## config.mk

```make
export PLATFORM = sky130hd
export DESIGN_NAME = cirp_core_port_flat
export DESIGN_NICKNAME = d
export VERILOG_FILES = /design/src/logic/cirp_pkg.sv /design/src/logic/cirp_if.sv /design/src/logic/cirp_edge_det.sv /design/src/logic/cirp_core_port.sv /design/src/flat_wrapper.sv
export SDC_FILE = /design/constraint.sdc
export NUM_CORES = 1
export LEC_CHECK = 0
export BUFFER_PORTS_ARGS = -buffer_cell sky130_fd_sc_hd__buf_2
export CORE_MARGIN = 5
export CORE_UTILIZATION = 43
export DETAILED_ROUTE_END_ITERATION = 7
export PLACE_DENSITY_LB_ADDON = 0.25
export SLEW_MARGIN = 20
export SYNTH_ARGS = -nofsm -noshare
export SYNTH_HDL_FRONTEND = slang
export SYNTH_SLANG_ARGS = --single-unit
```

## constraint.sdc

```tcl
create_clock -name ref_clk -period 1.58 [get_ports ref_clk]
set_input_delay 0.079 -clock ref_clk [delete_from_list [all_inputs] [get_ports ref_clk]]
set_output_delay 0.079 -clock ref_clk [all_outputs]
set_load 0.005 [all_outputs]
```

## src/logic/cirp_pkg.sv

```systemverilog
// shared constants and types for the interrupt and reservation port
package cirp_pkg;
  // ========================================
  // widths
  localparam int VOFF_W = 10;
  localparam int BASE_W = 20;
  localparam int RESP_W = 3;
  // ========================================
  // data bus response codes
  localparam logic [2:0] RESP_OKAY = 3'h0;
  localparam logic [2:0] RESP_ERROR = 3'h1;
  localparam logic [2:0] RESP_XFAIL = 3'h4;
  // ========================================
  // pin levels after reset, and the zero low address bits
  localparam logic PIN_NEGATED_N = 1'b1;
  localparam logic [VOFF_W-1:0] VOFF_RESET = 10'h000;
  localparam logic [1:0] ADDR_LOW_ZERO = 2'h0;
  // ========================================
  // controller register map, byte offsets
  localparam logic [3:0] OFF_CTRL = 4'h0;
  localparam logic [3:0] OFF_RESP = 4'h4;
  localparam logic [3:0] OFF_STAT = 4'h8;
  localparam logic [3:0] OFF_CLR = 4'hC;
  // control register fields
  localparam int CTRL_EXT = 0;
  localparam int CTRL_CRIT = 1;
  localparam int CTRL_NMI = 2;
  localparam int CTRL_MCP = 3;
  localparam int CTRL_AVEC = 4;
  localparam int CTRL_VOFF_LSB = 8;
  // status and clear register fields
  localparam int STAT_IPEND = 0;
  localparam int STAT_IACK = 1;
  localparam int STAT_RSRV = 2;
  localparam int STAT_WAKE = 3;
  localparam int CLR_RSRV = 0;
  // axi responses
  localparam logic [1:0] AXI_OKAY = 2'h0;
  localparam logic [1:0] AXI_SLVERR = 2'h2;
  // ========================================
  // types
  typedef enum logic [2:0] {
    CS_RUN = 3'b000,
    CS_WAIT = 3'b001,
    CS_HALT = 3'b010,
    CS_STOP = 3'b011,
    CS_DEBUG = 3'b100
  } cirp_core_state_t;
  typedef enum logic [2:0] {
    CL_NONE = 3'b000,
    CL_NMI = 3'b001,
    CL_MCHK = 3'b010,
    CL_CRIT = 3'b011,
    CL_EXT = 3'b100
  } cirp_class_t;
  typedef enum logic [0:0] {
    BS_IDLE = 1'b0,
    BS_WAIT = 1'b1
  } cirp_bus_state_t;
  typedef enum logic [1:0] {
    HS_IDLE = 2'b00,
    HS_PRE = 2'b01,
    HS_DONE = 2'b10
  } cirp_resp_state_t;
endpackage

```

## src/logic/cirp_if.sv

```systemverilog
// link between the core port and the interrupt controller end
`timescale 1ns/1ps
interface cirp_if;
  // interrupt requests, active low
  logic extint_n;
  logic critint_n;
  logic nmi_n;
  logic mcp_n;
  logic avec_n;
  logic [cirp_pkg::VOFF_W-1:0] voffset;
  // core status
  logic ipend;
  logic iack;
  logic wakeup;
  // reservation
  logic rsrv;
  logic rsrv_clr;
  // data bus termination
  logic d_req;
  logic d_excl;
  logic hready;
  logic [cirp_pkg::RESP_W-1:0] hresp;

  modport dev (
    input extint_n, critint_n, nmi_n, mcp_n, avec_n, voffset, rsrv_clr, hready, hresp,
    output ipend, iack, wakeup, rsrv, d_req, d_excl
  );
  modport ctl (
    output extint_n, critint_n, nmi_n, mcp_n, avec_n, voffset, rsrv_clr, hready, hresp,
    input ipend, iack, wakeup, rsrv, d_req, d_excl
  );
endinterface

```

## src/logic/cirp_edge_det.sv

```systemverilog
// falling-edge catcher for transition-sensitive active-low requests
`timescale 1ns/1ps
module cirp_edge_det (
  // clock and reset
  input wire logic ref_clk,
  input wire logic rst,
  // request pin and qualifiers
  input wire logic sample_en,
  input wire logic pin_n,
  input wire logic take,
  // pending request
  output logic pending
);
  // ========================================
  // two consecutive samples
  logic prev_n;
  wire edge_seen = sample_en & prev_n & ~pin_n;

  always_ff @(posedge ref_clk)
  begin
    if (rst)
    begin
      prev_n <= cirp_pkg::PIN_NEGATED_N;
      pending <= 1'b0;
    end
    else
    begin
      // frozen while not sampling, so a low held through a stall is no new edge
      if (sample_en)
        prev_n <= pin_n;
      // a new edge wins over a take
      pending <= edge_seen | (pending & ~take);
    end
  end
endmodule

```

## src/logic/cirp_core_port.sv

```systemverilog
// core end: interrupt request port, reservation status and bus termination
//
// Summary of operation
// - Error and xfail responses take two cycles
// - Response 100 means failed exclusive store
// - Controller holds level requests and vectors
// - Requests stay stable; withdrawal may misfire
// - Low external request acts when enabled
// - Low critical request acts when enabled
// - Non-maskable request taken on falling transition
// - Halted or stopped: pending and wakeup raised
// - Debug state: non-maskable not recognised
// - Pending is combinational from qualified requests
// - Pending does not mean processing began
// - Non-maskable level always raises pending
// - Autovector picks internal vector register
// - Autovector level valid while request asserted
// - Offset lands at bits 11:2, low zero
// - Offset valid with request unless autovector
// - Acknowledge follows sampling of vector inputs
// - Machine check gated, transition detected
// - Machine check not sampled halted, stopped, debug
// - Reservation set after load-and-reserve
// - Reservation clear input drops reservation
// - Exclusive store failure indicated from response
`timescale 1ns/1ps
module cirp_core_port (
  // clock and reset
  input wire logic ref_clk,
  input wire logic rst,
  // link to the interrupt controller and system logic
  cirp_if.dev link,
  // core configuration
  input wire logic external_irq_enable,
  input wire logic critical_irq_enable,
  input wire logic machine_check_pin_enable,
  input wire logic [cirp_pkg::VOFF_W-1:0] external_vector_reg,
  input wire logic [cirp_pkg::VOFF_W-1:0] critical_vector_reg,
  input wire logic [cirp_pkg::BASE_W-1:0] handler_base,
  // timer facility requests and enables
  input wire logic wdog_irq,
  input wire logic wdog_en,
  input wire logic fit_irq,
  input wire logic fit_en,
  input wire logic dec_irq,
  input wire logic dec_en,
  // core state
  input wire cirp_pkg::cirp_core_state_t core_state,
  input wire logic exc_ready,
  // exception handoff
  output logic exc_take,
  output cirp_pkg::cirp_class_t exc_class,
  output logic [31:0] exc_addr,
  // reservation and data transfers
  input wire logic lwarx_done,
  input wire logic bus_start,
  input wire logic bus_excl,
  output logic bus_done,
  output logic bus_err,
  output logic stcx_ok,
  output logic store_xfail_n
);
  // ========================================
  // vector selection
  function automatic logic [cirp_pkg::VOFF_W-1:0] pick_offset(
    input logic avec_n,
    input logic [cirp_pkg::VOFF_W-1:0] internal,
    input logic [cirp_pkg::VOFF_W-1:0] external
  );
    pick_offset = avec_n ? external : internal;
  endfunction

  // ========================================
  // request qualification
  wire ext_req = ~link.extint_n & external_irq_enable;
  wire crit_req = ~link.critint_n & critical_irq_enable;
  wire timer_req = (wdog_irq & wdog_en) | (fit_irq & fit_en) | (dec_irq & dec_en);
  wire in_debug = core_state == cirp_pkg::CS_DEBUG;
  wire clocks_off = core_state == cirp_pkg::CS_HALT || core_state == cirp_pkg::CS_STOP;
  wire nmi_sample = ~in_debug;
  // waiting keeps sampling; halted, stopped and debug do not
  wire mcp_sample = machine_check_pin_enable & ~in_debug & ~clocks_off;
  wire can_take = exc_ready & ~exc_take & ~in_debug & ~clocks_off;
  wire nmi_pend;
  wire mcp_pend;
  wire take_nmi = can_take & nmi_pend;
  wire take_mcp = can_take & ~nmi_pend & mcp_pend;
  wire take_crit = can_take & ~nmi_pend & ~mcp_pend & crit_req;
  wire take_ext = can_take & ~nmi_pend & ~mcp_pend & ~crit_req & ext_req;
  wire take_any = take_nmi | take_mcp | take_crit | take_ext;
  // avec and offset are looked at only in the take cycle
  wire [cirp_pkg::VOFF_W-1:0] crit_off = pick_offset(link.avec_n, critical_vector_reg, link.voffset);
  wire [cirp_pkg::VOFF_W-1:0] ext_off = pick_offset(link.avec_n, external_vector_reg, link.voffset);
  wire [cirp_pkg::VOFF_W-1:0] take_off = take_crit ? crit_off : take_ext ? ext_off : cirp_pkg::VOFF_RESET;
  wire [31:0] next_exc_addr = {handler_base, take_off, cirp_pkg::ADDR_LOW_ZERO};
  wire cirp_pkg::cirp_class_t next_class = take_nmi ? cirp_pkg::CL_NMI :
    take_mcp ? cirp_pkg::CL_MCHK :
    take_crit ? cirp_pkg::CL_CRIT :
    take_ext ? cirp_pkg::CL_EXT : cirp_pkg::CL_NONE;

  // ========================================
  // transition detection
  cirp_edge_det u_nmi_det (
    .ref_clk(ref_clk),
    .rst(rst),
    .sample_en(nmi_sample),
    .pin_n(link.nmi_n),
    .take(take_nmi),
    .pending(nmi_pend)
  );

  cirp_edge_det u_mcp_det (
    .ref_clk(ref_clk),
    .rst(rst),
    .sample_en(mcp_sample),
    .pin_n(link.mcp_n),
    .take(take_mcp),
    .pending(mcp_pend)
  );

  // ========================================
  // pending and wakeup
  // pending flags a recognised request; the take may wait on exc_ready
  assign link.ipend = ext_req | crit_req | ~link.nmi_n | timer_req;
  // with clocks off the level itself must wake the system
  assign link.wakeup = link.ipend | (clocks_off & ~link.nmi_n);

  // ========================================
  // exception take and acknowledge
  always_ff @(posedge ref_clk)
  begin
    if (rst)
    begin
      exc_take <= 1'b0;
      exc_class <= cirp_pkg::CL_NONE;
      exc_addr <= '0;
      link.iack <= 1'b0;
    end
    else
    begin
      exc_take <= take_any;
      exc_class <= next_class;
      if (take_any)
        exc_addr <= next_exc_addr;
      link.iack <= take_crit | take_ext;
    end
  end

  // ========================================
  // data transfer termination
  cirp_pkg::cirp_bus_state_t bus_state;
  cirp_pkg::cirp_bus_state_t next_bus_state;
  wire term = bus_state == cirp_pkg::BS_WAIT && link.hready;
  wire resp_err = link.hresp == cirp_pkg::RESP_ERROR;
  // xfail is a failed conditional store, not a bus error
  wire resp_xfail = link.hresp == cirp_pkg::RESP_XFAIL;
  wire excl_end = term & link.d_excl;

  always_comb
  begin
    next_bus_state = bus_state;
    case (bus_state)
      cirp_pkg::BS_IDLE:
        if (bus_start)
          next_bus_state = cirp_pkg::BS_WAIT;
      cirp_pkg::BS_WAIT:
        if (link.hready)
          next_bus_state = cirp_pkg::BS_IDLE;
      default:
        next_bus_state = cirp_pkg::BS_IDLE;
    endcase
  end

  always_ff @(posedge ref_clk)
  begin
    if (rst)
    begin
      bus_state <= cirp_pkg::BS_IDLE;
      link.d_req <= 1'b0;
      link.d_excl <= 1'b0;
      bus_done <= 1'b0;
      bus_err <= 1'b0;
      stcx_ok <= 1'b0;
      store_xfail_n <= 1'b1;
    end
    else
    begin
      bus_state <= next_bus_state;
      if (bus_state == cirp_pkg::BS_IDLE && bus_start)
      begin
        link.d_req <= 1'b1;
        link.d_excl <= bus_excl;
      end
      else if (term)
      begin
        link.d_req <= 1'b0;
        link.d_excl <= 1'b0;
      end
      // code read only in the hready cycle; held there since the cycle before
      bus_done <= term;
      bus_err <= term & resp_err;
      stcx_ok <= excl_end & ~resp_err & ~resp_xfail;
      store_xfail_n <= ~(excl_end & resp_xfail);
    end
  end

  // ========================================
  // reservation flag
  // a new reservation wins over a clear
  always_ff @(posedge ref_clk)
  begin
    if (rst)
      link.rsrv <= 1'b0;
    else
      link.rsrv <= lwarx_done | (link.rsrv & ~link.rsrv_clr & ~excl_end);
  end
endmodule

```

## src/flat_wrapper.sv

```systemverilog
// flat-port wrapper written by rule: the top's interface ports become plain ports
module cirp_core_port_flat 
  (ref_clk, rst, external_irq_enable, critical_irq_enable, machine_check_pin_enable, external_vector_reg, critical_vector_reg, handler_base, wdog_irq, wdog_en, fit_irq, fit_en, dec_irq, dec_en, core_state, exc_ready, exc_take, exc_class, exc_addr, lwarx_done, bus_start, bus_excl, bus_done, bus_err, stcx_ok, store_xfail_n, link_extint_n, link_critint_n, link_nmi_n, link_mcp_n, link_avec_n, link_voffset, link_rsrv_clr, link_hready, link_hresp, link_ipend, link_iack, link_wakeup, link_rsrv, link_d_req, link_d_excl);
  cirp_if link_i ();
  input wire logic ref_clk;
  input wire logic rst;
  input wire logic external_irq_enable;
  input wire logic critical_irq_enable;
  input wire logic machine_check_pin_enable;
  input wire logic [cirp_pkg::VOFF_W-1:0] external_vector_reg;
  input wire logic [cirp_pkg::VOFF_W-1:0] critical_vector_reg;
  input wire logic [cirp_pkg::BASE_W-1:0] handler_base;
  input wire logic wdog_irq;
  input wire logic wdog_en;
  input wire logic fit_irq;
  input wire logic fit_en;
  input wire logic dec_irq;
  input wire logic dec_en;
  input wire cirp_pkg::cirp_core_state_t core_state;
  input wire logic exc_ready;
  output logic exc_take;
  output cirp_pkg::cirp_class_t exc_class;
  output logic [31:0] exc_addr;
  input wire logic lwarx_done;
  input wire logic bus_start;
  input wire logic bus_excl;
  output logic bus_done;
  output logic bus_err;
  output logic stcx_ok;
  output logic store_xfail_n;
  input wire logic [$bits(link_i.extint_n)-1:0] link_extint_n;
  input wire logic [$bits(link_i.critint_n)-1:0] link_critint_n;
  input wire logic [$bits(link_i.nmi_n)-1:0] link_nmi_n;
  input wire logic [$bits(link_i.mcp_n)-1:0] link_mcp_n;
  input wire logic [$bits(link_i.avec_n)-1:0] link_avec_n;
  input wire logic [$bits(link_i.voffset)-1:0] link_voffset;
  input wire logic [$bits(link_i.rsrv_clr)-1:0] link_rsrv_clr;
  input wire logic [$bits(link_i.hready)-1:0] link_hready;
  input wire logic [$bits(link_i.hresp)-1:0] link_hresp;
  output wire logic [$bits(link_i.ipend)-1:0] link_ipend;
  output wire logic [$bits(link_i.iack)-1:0] link_iack;
  output wire logic [$bits(link_i.wakeup)-1:0] link_wakeup;
  output wire logic [$bits(link_i.rsrv)-1:0] link_rsrv;
  output wire logic [$bits(link_i.d_req)-1:0] link_d_req;
  output wire logic [$bits(link_i.d_excl)-1:0] link_d_excl;
  assign link_i.extint_n = link_extint_n;
  assign link_i.critint_n = link_critint_n;
  assign link_i.nmi_n = link_nmi_n;
  assign link_i.mcp_n = link_mcp_n;
  assign link_i.avec_n = link_avec_n;
  assign link_i.voffset = link_voffset;
  assign link_i.rsrv_clr = link_rsrv_clr;
  assign link_i.hready = link_hready;
  assign link_i.hresp = link_hresp;
  assign link_ipend = link_i.ipend;
  assign link_iack = link_i.iack;
  assign link_wakeup = link_i.wakeup;
  assign link_rsrv = link_i.rsrv;
  assign link_d_req = link_i.d_req;
  assign link_d_excl = link_i.d_excl;
  cirp_core_port u_core (.ref_clk(ref_clk), .rst(rst), .link(link_i), .external_irq_enable(external_irq_enable), .critical_irq_enable(critical_irq_enable), .machine_check_pin_enable(machine_check_pin_enable), .external_vector_reg(external_vector_reg), .critical_vector_reg(critical_vector_reg), .handler_base(handler_base), .wdog_irq(wdog_irq), .wdog_en(wdog_en), .fit_irq(fit_irq), .fit_en(fit_en), .dec_irq(dec_irq), .dec_en(dec_en), .core_state(core_state), .exc_ready(exc_ready), .exc_take(exc_take), .exc_class(exc_class), .exc_addr(exc_addr), .lwarx_done(lwarx_done), .bus_start(bus_start), .bus_excl(bus_excl), .bus_done(bus_done), .bus_err(bus_err), .stcx_ok(stcx_ok), .store_xfail_n(store_xfail_n));
endmodule
```

==> qor.txt <==
Sequential element share of the synthesized area: 46.6%
Gate power share: 19.3%
Avg Inst Size Synth: 8.90 um2
Uppermost routed layer: met4
WP data arrival: 1700 ps
I/O Buffers: 121
Critical path launch point type: flop
YS warnings: 0
WP data required: 1820 ps
Max Cap Viol: 0
H-tree Lvls: 2
Layout Nets: 426
Fin cells: 403
Minimum clock period: 1460 ps
Final hold vios: 0
CP max FO: 10
Wl on met1: 2.32 mm
Max Clk Rate: 684 MHz
Internal: 0.00177 W
Largest net degree at the start of global routing: 24
Ys flop type: dfxtp_1
Die ar.: 6170 um2
Placeable Area: 4630 um2
Clock-pin slew on the worst setup and hold paths: 80 ps
Area Growth Syn to Fin: 37.9%
Clock Skew: 5.31 ps
Antenna violations before repair: 0
Worst vdd ir: 597 uV
Post-synthesis cell type count: 35
Total Power: 0.00243 W
Fraction of layout cells with a size suffix above 1: 41.5%
Drt pass-1 iters: 4
Post-Route WL: 5.66 mm
Mapped cell area: 2020 um2
Post-cts resize count: 0
Die width: 78.6 um
Io pins: 124
Die height: 78.6 um
Setup TNS: 0 ps
Antenna cell count: 0
Worst-Margin Slew: 703 ps
Critical setup path kind: flop to flop
Gr ovfl total: 0
Post-CTS Setup Bufs: 0
Top Family by Delay on Critical Path: simple AND/OR/NAND/NOR gates
Pwr/cell area: 873 nW/um2
Worst hold margin: 14.8 ps
CTS tree: done
Max-slew violation count: 0
Yosys reg bits: 47
Syn Inst Count: 227
GRT Resource Usage Total: 17.9%
Clock Sinks: 47
Site Rows: 25
Status: finished clean
Initial Utilization: 43.6%
CP Buf/Inv Count: 0
P_leak: 1.32 nW
Slowest stage delay, CP: 550 ps
Via-to-Cell Ratio: 5.34
Worst-skew pair later-pin latency: 300 ps
First-pass GRT wire length: 9.00 mm
Final period utilization: 92.5%
Net Switching: 0.000659 W
Via Count: 2154
Sw Ratio: 27.1%
CP Cell Sequence: or4_4 > a21oi_4 > a32o_1
Clock root buffer: clkbuf_8
Clock buffer count from CTS: 5
Post-synth ARST share: 0%
Max-Slew Margin vs Limit: 53.0%
Post-synth EDFFs: 0
Detail Placement HPWL: 4.17 mm
Crit. End Element: flop
Hold Crit Class: input pin to flop
CTS Hold Buffers Added: 2
DR DRC count: 0
Avg WL per Cell: 14.1 um
Clock network fraction of total power: 28.5%
Met3 Wirelength: 420 um
Routability cong.: 0.750
Sequential power share: 52.2%
Final Setup Violations: 0
Post-layout util: 60.2%
CP max-delay cell: or4_4
Met2 WL: 2.87 mm
RSZ-0062 raised after global routing: false
Vias in the first global route: 2048
Starting DRT DRC Count: 128
Max Root-Sink Buffers: 2
Routed Antenna Nets: 0
Placed cell count: 393
-- sequential cells by signal (all words and copies together) (netlist names) --
signal and flops:
u_core.bus_done 1, u_core.bus_err 1, u_core.bus_state 1, u_core.exc_addr 30
u_core.exc_class 3, u_core.exc_take 1, u_core.link.d_excl 1, u_core.link.d_req 1
u_core.link.iack 1, u_core.link.rsrv 1, u_core.stcx_ok 1, u_core.store_xfail_n 1
u_core.u_mcp_det.pending 1, u_core.u_mcp_det.prev_n 1, u_core.u_nmi_det.pending 1, u_core.u_nmi_det.prev_n 1
-- synthesized netlist by cell type, types with 3 or more instances --
library cell | n | share of area, %
a32o_1 | 10 | 5.0
a221o_1 | 10 | 5.0
nand2b_1 | 5 | 1.5
nor2_1 | 12 | 2.2
clkbuf_1 | 11 | 2.0
nor3_1 | 3 | 0.74
inv_1 | 12 | 2.2
buf_2 | 5 | 1.2
dfxtp_1 | 47 | 47
nand3_1 | 22 | 5.4
a21oi_1 | 23 | 5.7
o21ai_0 | 33 | 8.2
nand2_1 | 4 | 0.74
-- power groups by stage --
stage | clock, W | combinational, W | sequential [W]
2_1_floorplan | 0 | 0.000244 | 0.00130
3_3_place_gp | 0 | 0.000462 | 0.00130
3_5_place_dp | 0 | 0.000470 | 0.00130
4_1_cts | 0.000718 | 0.000475 | 0.00127
5_1_grt | 0.000765 | 0.000520 | 0.00128
6_report | 0.000693 | 0.000469 | 0.00127
-- worst register-to-register path, stage by stage, from the launching register on --
cell     delay (ps)
dfxtp_1         360
or4_4           560
a21oi_4         320
a32o_1          180
-- final cells by class --
cell class	count	area [um2]
clock buffer	7	76.3
fill	436	1840
multi-input combinational	150	958
tap	54	67.6
timing repair buffer	132	693
inverter	12	45.0
sequential	47	941
clock inverter	1	5.00
-- path summary, 6_finish.rpt --
| check | start | to | slack, ps | cells past startpoint |
|---|---|---|---|---|
| setup / recovery | u_core.u_mcp_det.pending | u_core.exc_addr[2] | 120 | 3 |
| hold reg to reg | u_core.exc_addr[5] | u_core.exc_addr[5] | 470 | 1 |
| hold / removal | link_mcp_n | u_core.u_mcp_det.prev_n | 10 | 3 |
| setup reg to reg | u_core.u_mcp_det.pending | u_core.exc_addr[2] | 120 | 3 |
-- routing by layer --
layer	global-route usage (%)	vias up
li1	-	1069
met2	31.7	62
met4	4.72	0
met3	6.08	6
met1	20.6	1017
met5	0	-
-- metrics by stage --
stage               cell area, um2  setup slack (ps)
finish                        2790               119
global route                  2790              43.9
CTS                           2790               104
detailed placement            2690              87.8
global placement              2690               117
floorplan                     2020               170
-- logic make-up after synthesis --
kind of cell / count (synthesis) / share of synthesized area [%]
buffers and inverters: 31 / 6.50
multiplexers: 2 / 0.991
AO/OA/AOI/OAI: 82 / 26.4
flip-flops: 47 / 46.6
other: 1 / 0.186
AND/OR/NAND/NOR: 64 / 19.3
-- cells in the final DEF, fill, tap and decap left out, drive strengths merged, types with 3 or more instances in the layout --
| cell | synthesis | routed |
|---|---|---|
| o21ai | 33 | 33 |
| nor4 | 3 | 3 |
| nor2b | 4 | 4 |
| nor3 | 3 | 3 |
| clkbuf | 12 | 7 |
| nand2 | 4 | 4 |
| nor2 | 12 | 12 |
| inv | 12 | 12 |
| nand2b | 5 | 5 |
| a21oi | 24 | 24 |
| a221o | 10 | 10 |
| dfxtp | 47 | 47 |
| buf | 7 | 130 |
| nand3 | 22 | 22 |
| a32o | 10 | 10 |
Note: power is estimated with default switching activity, not from simulation.
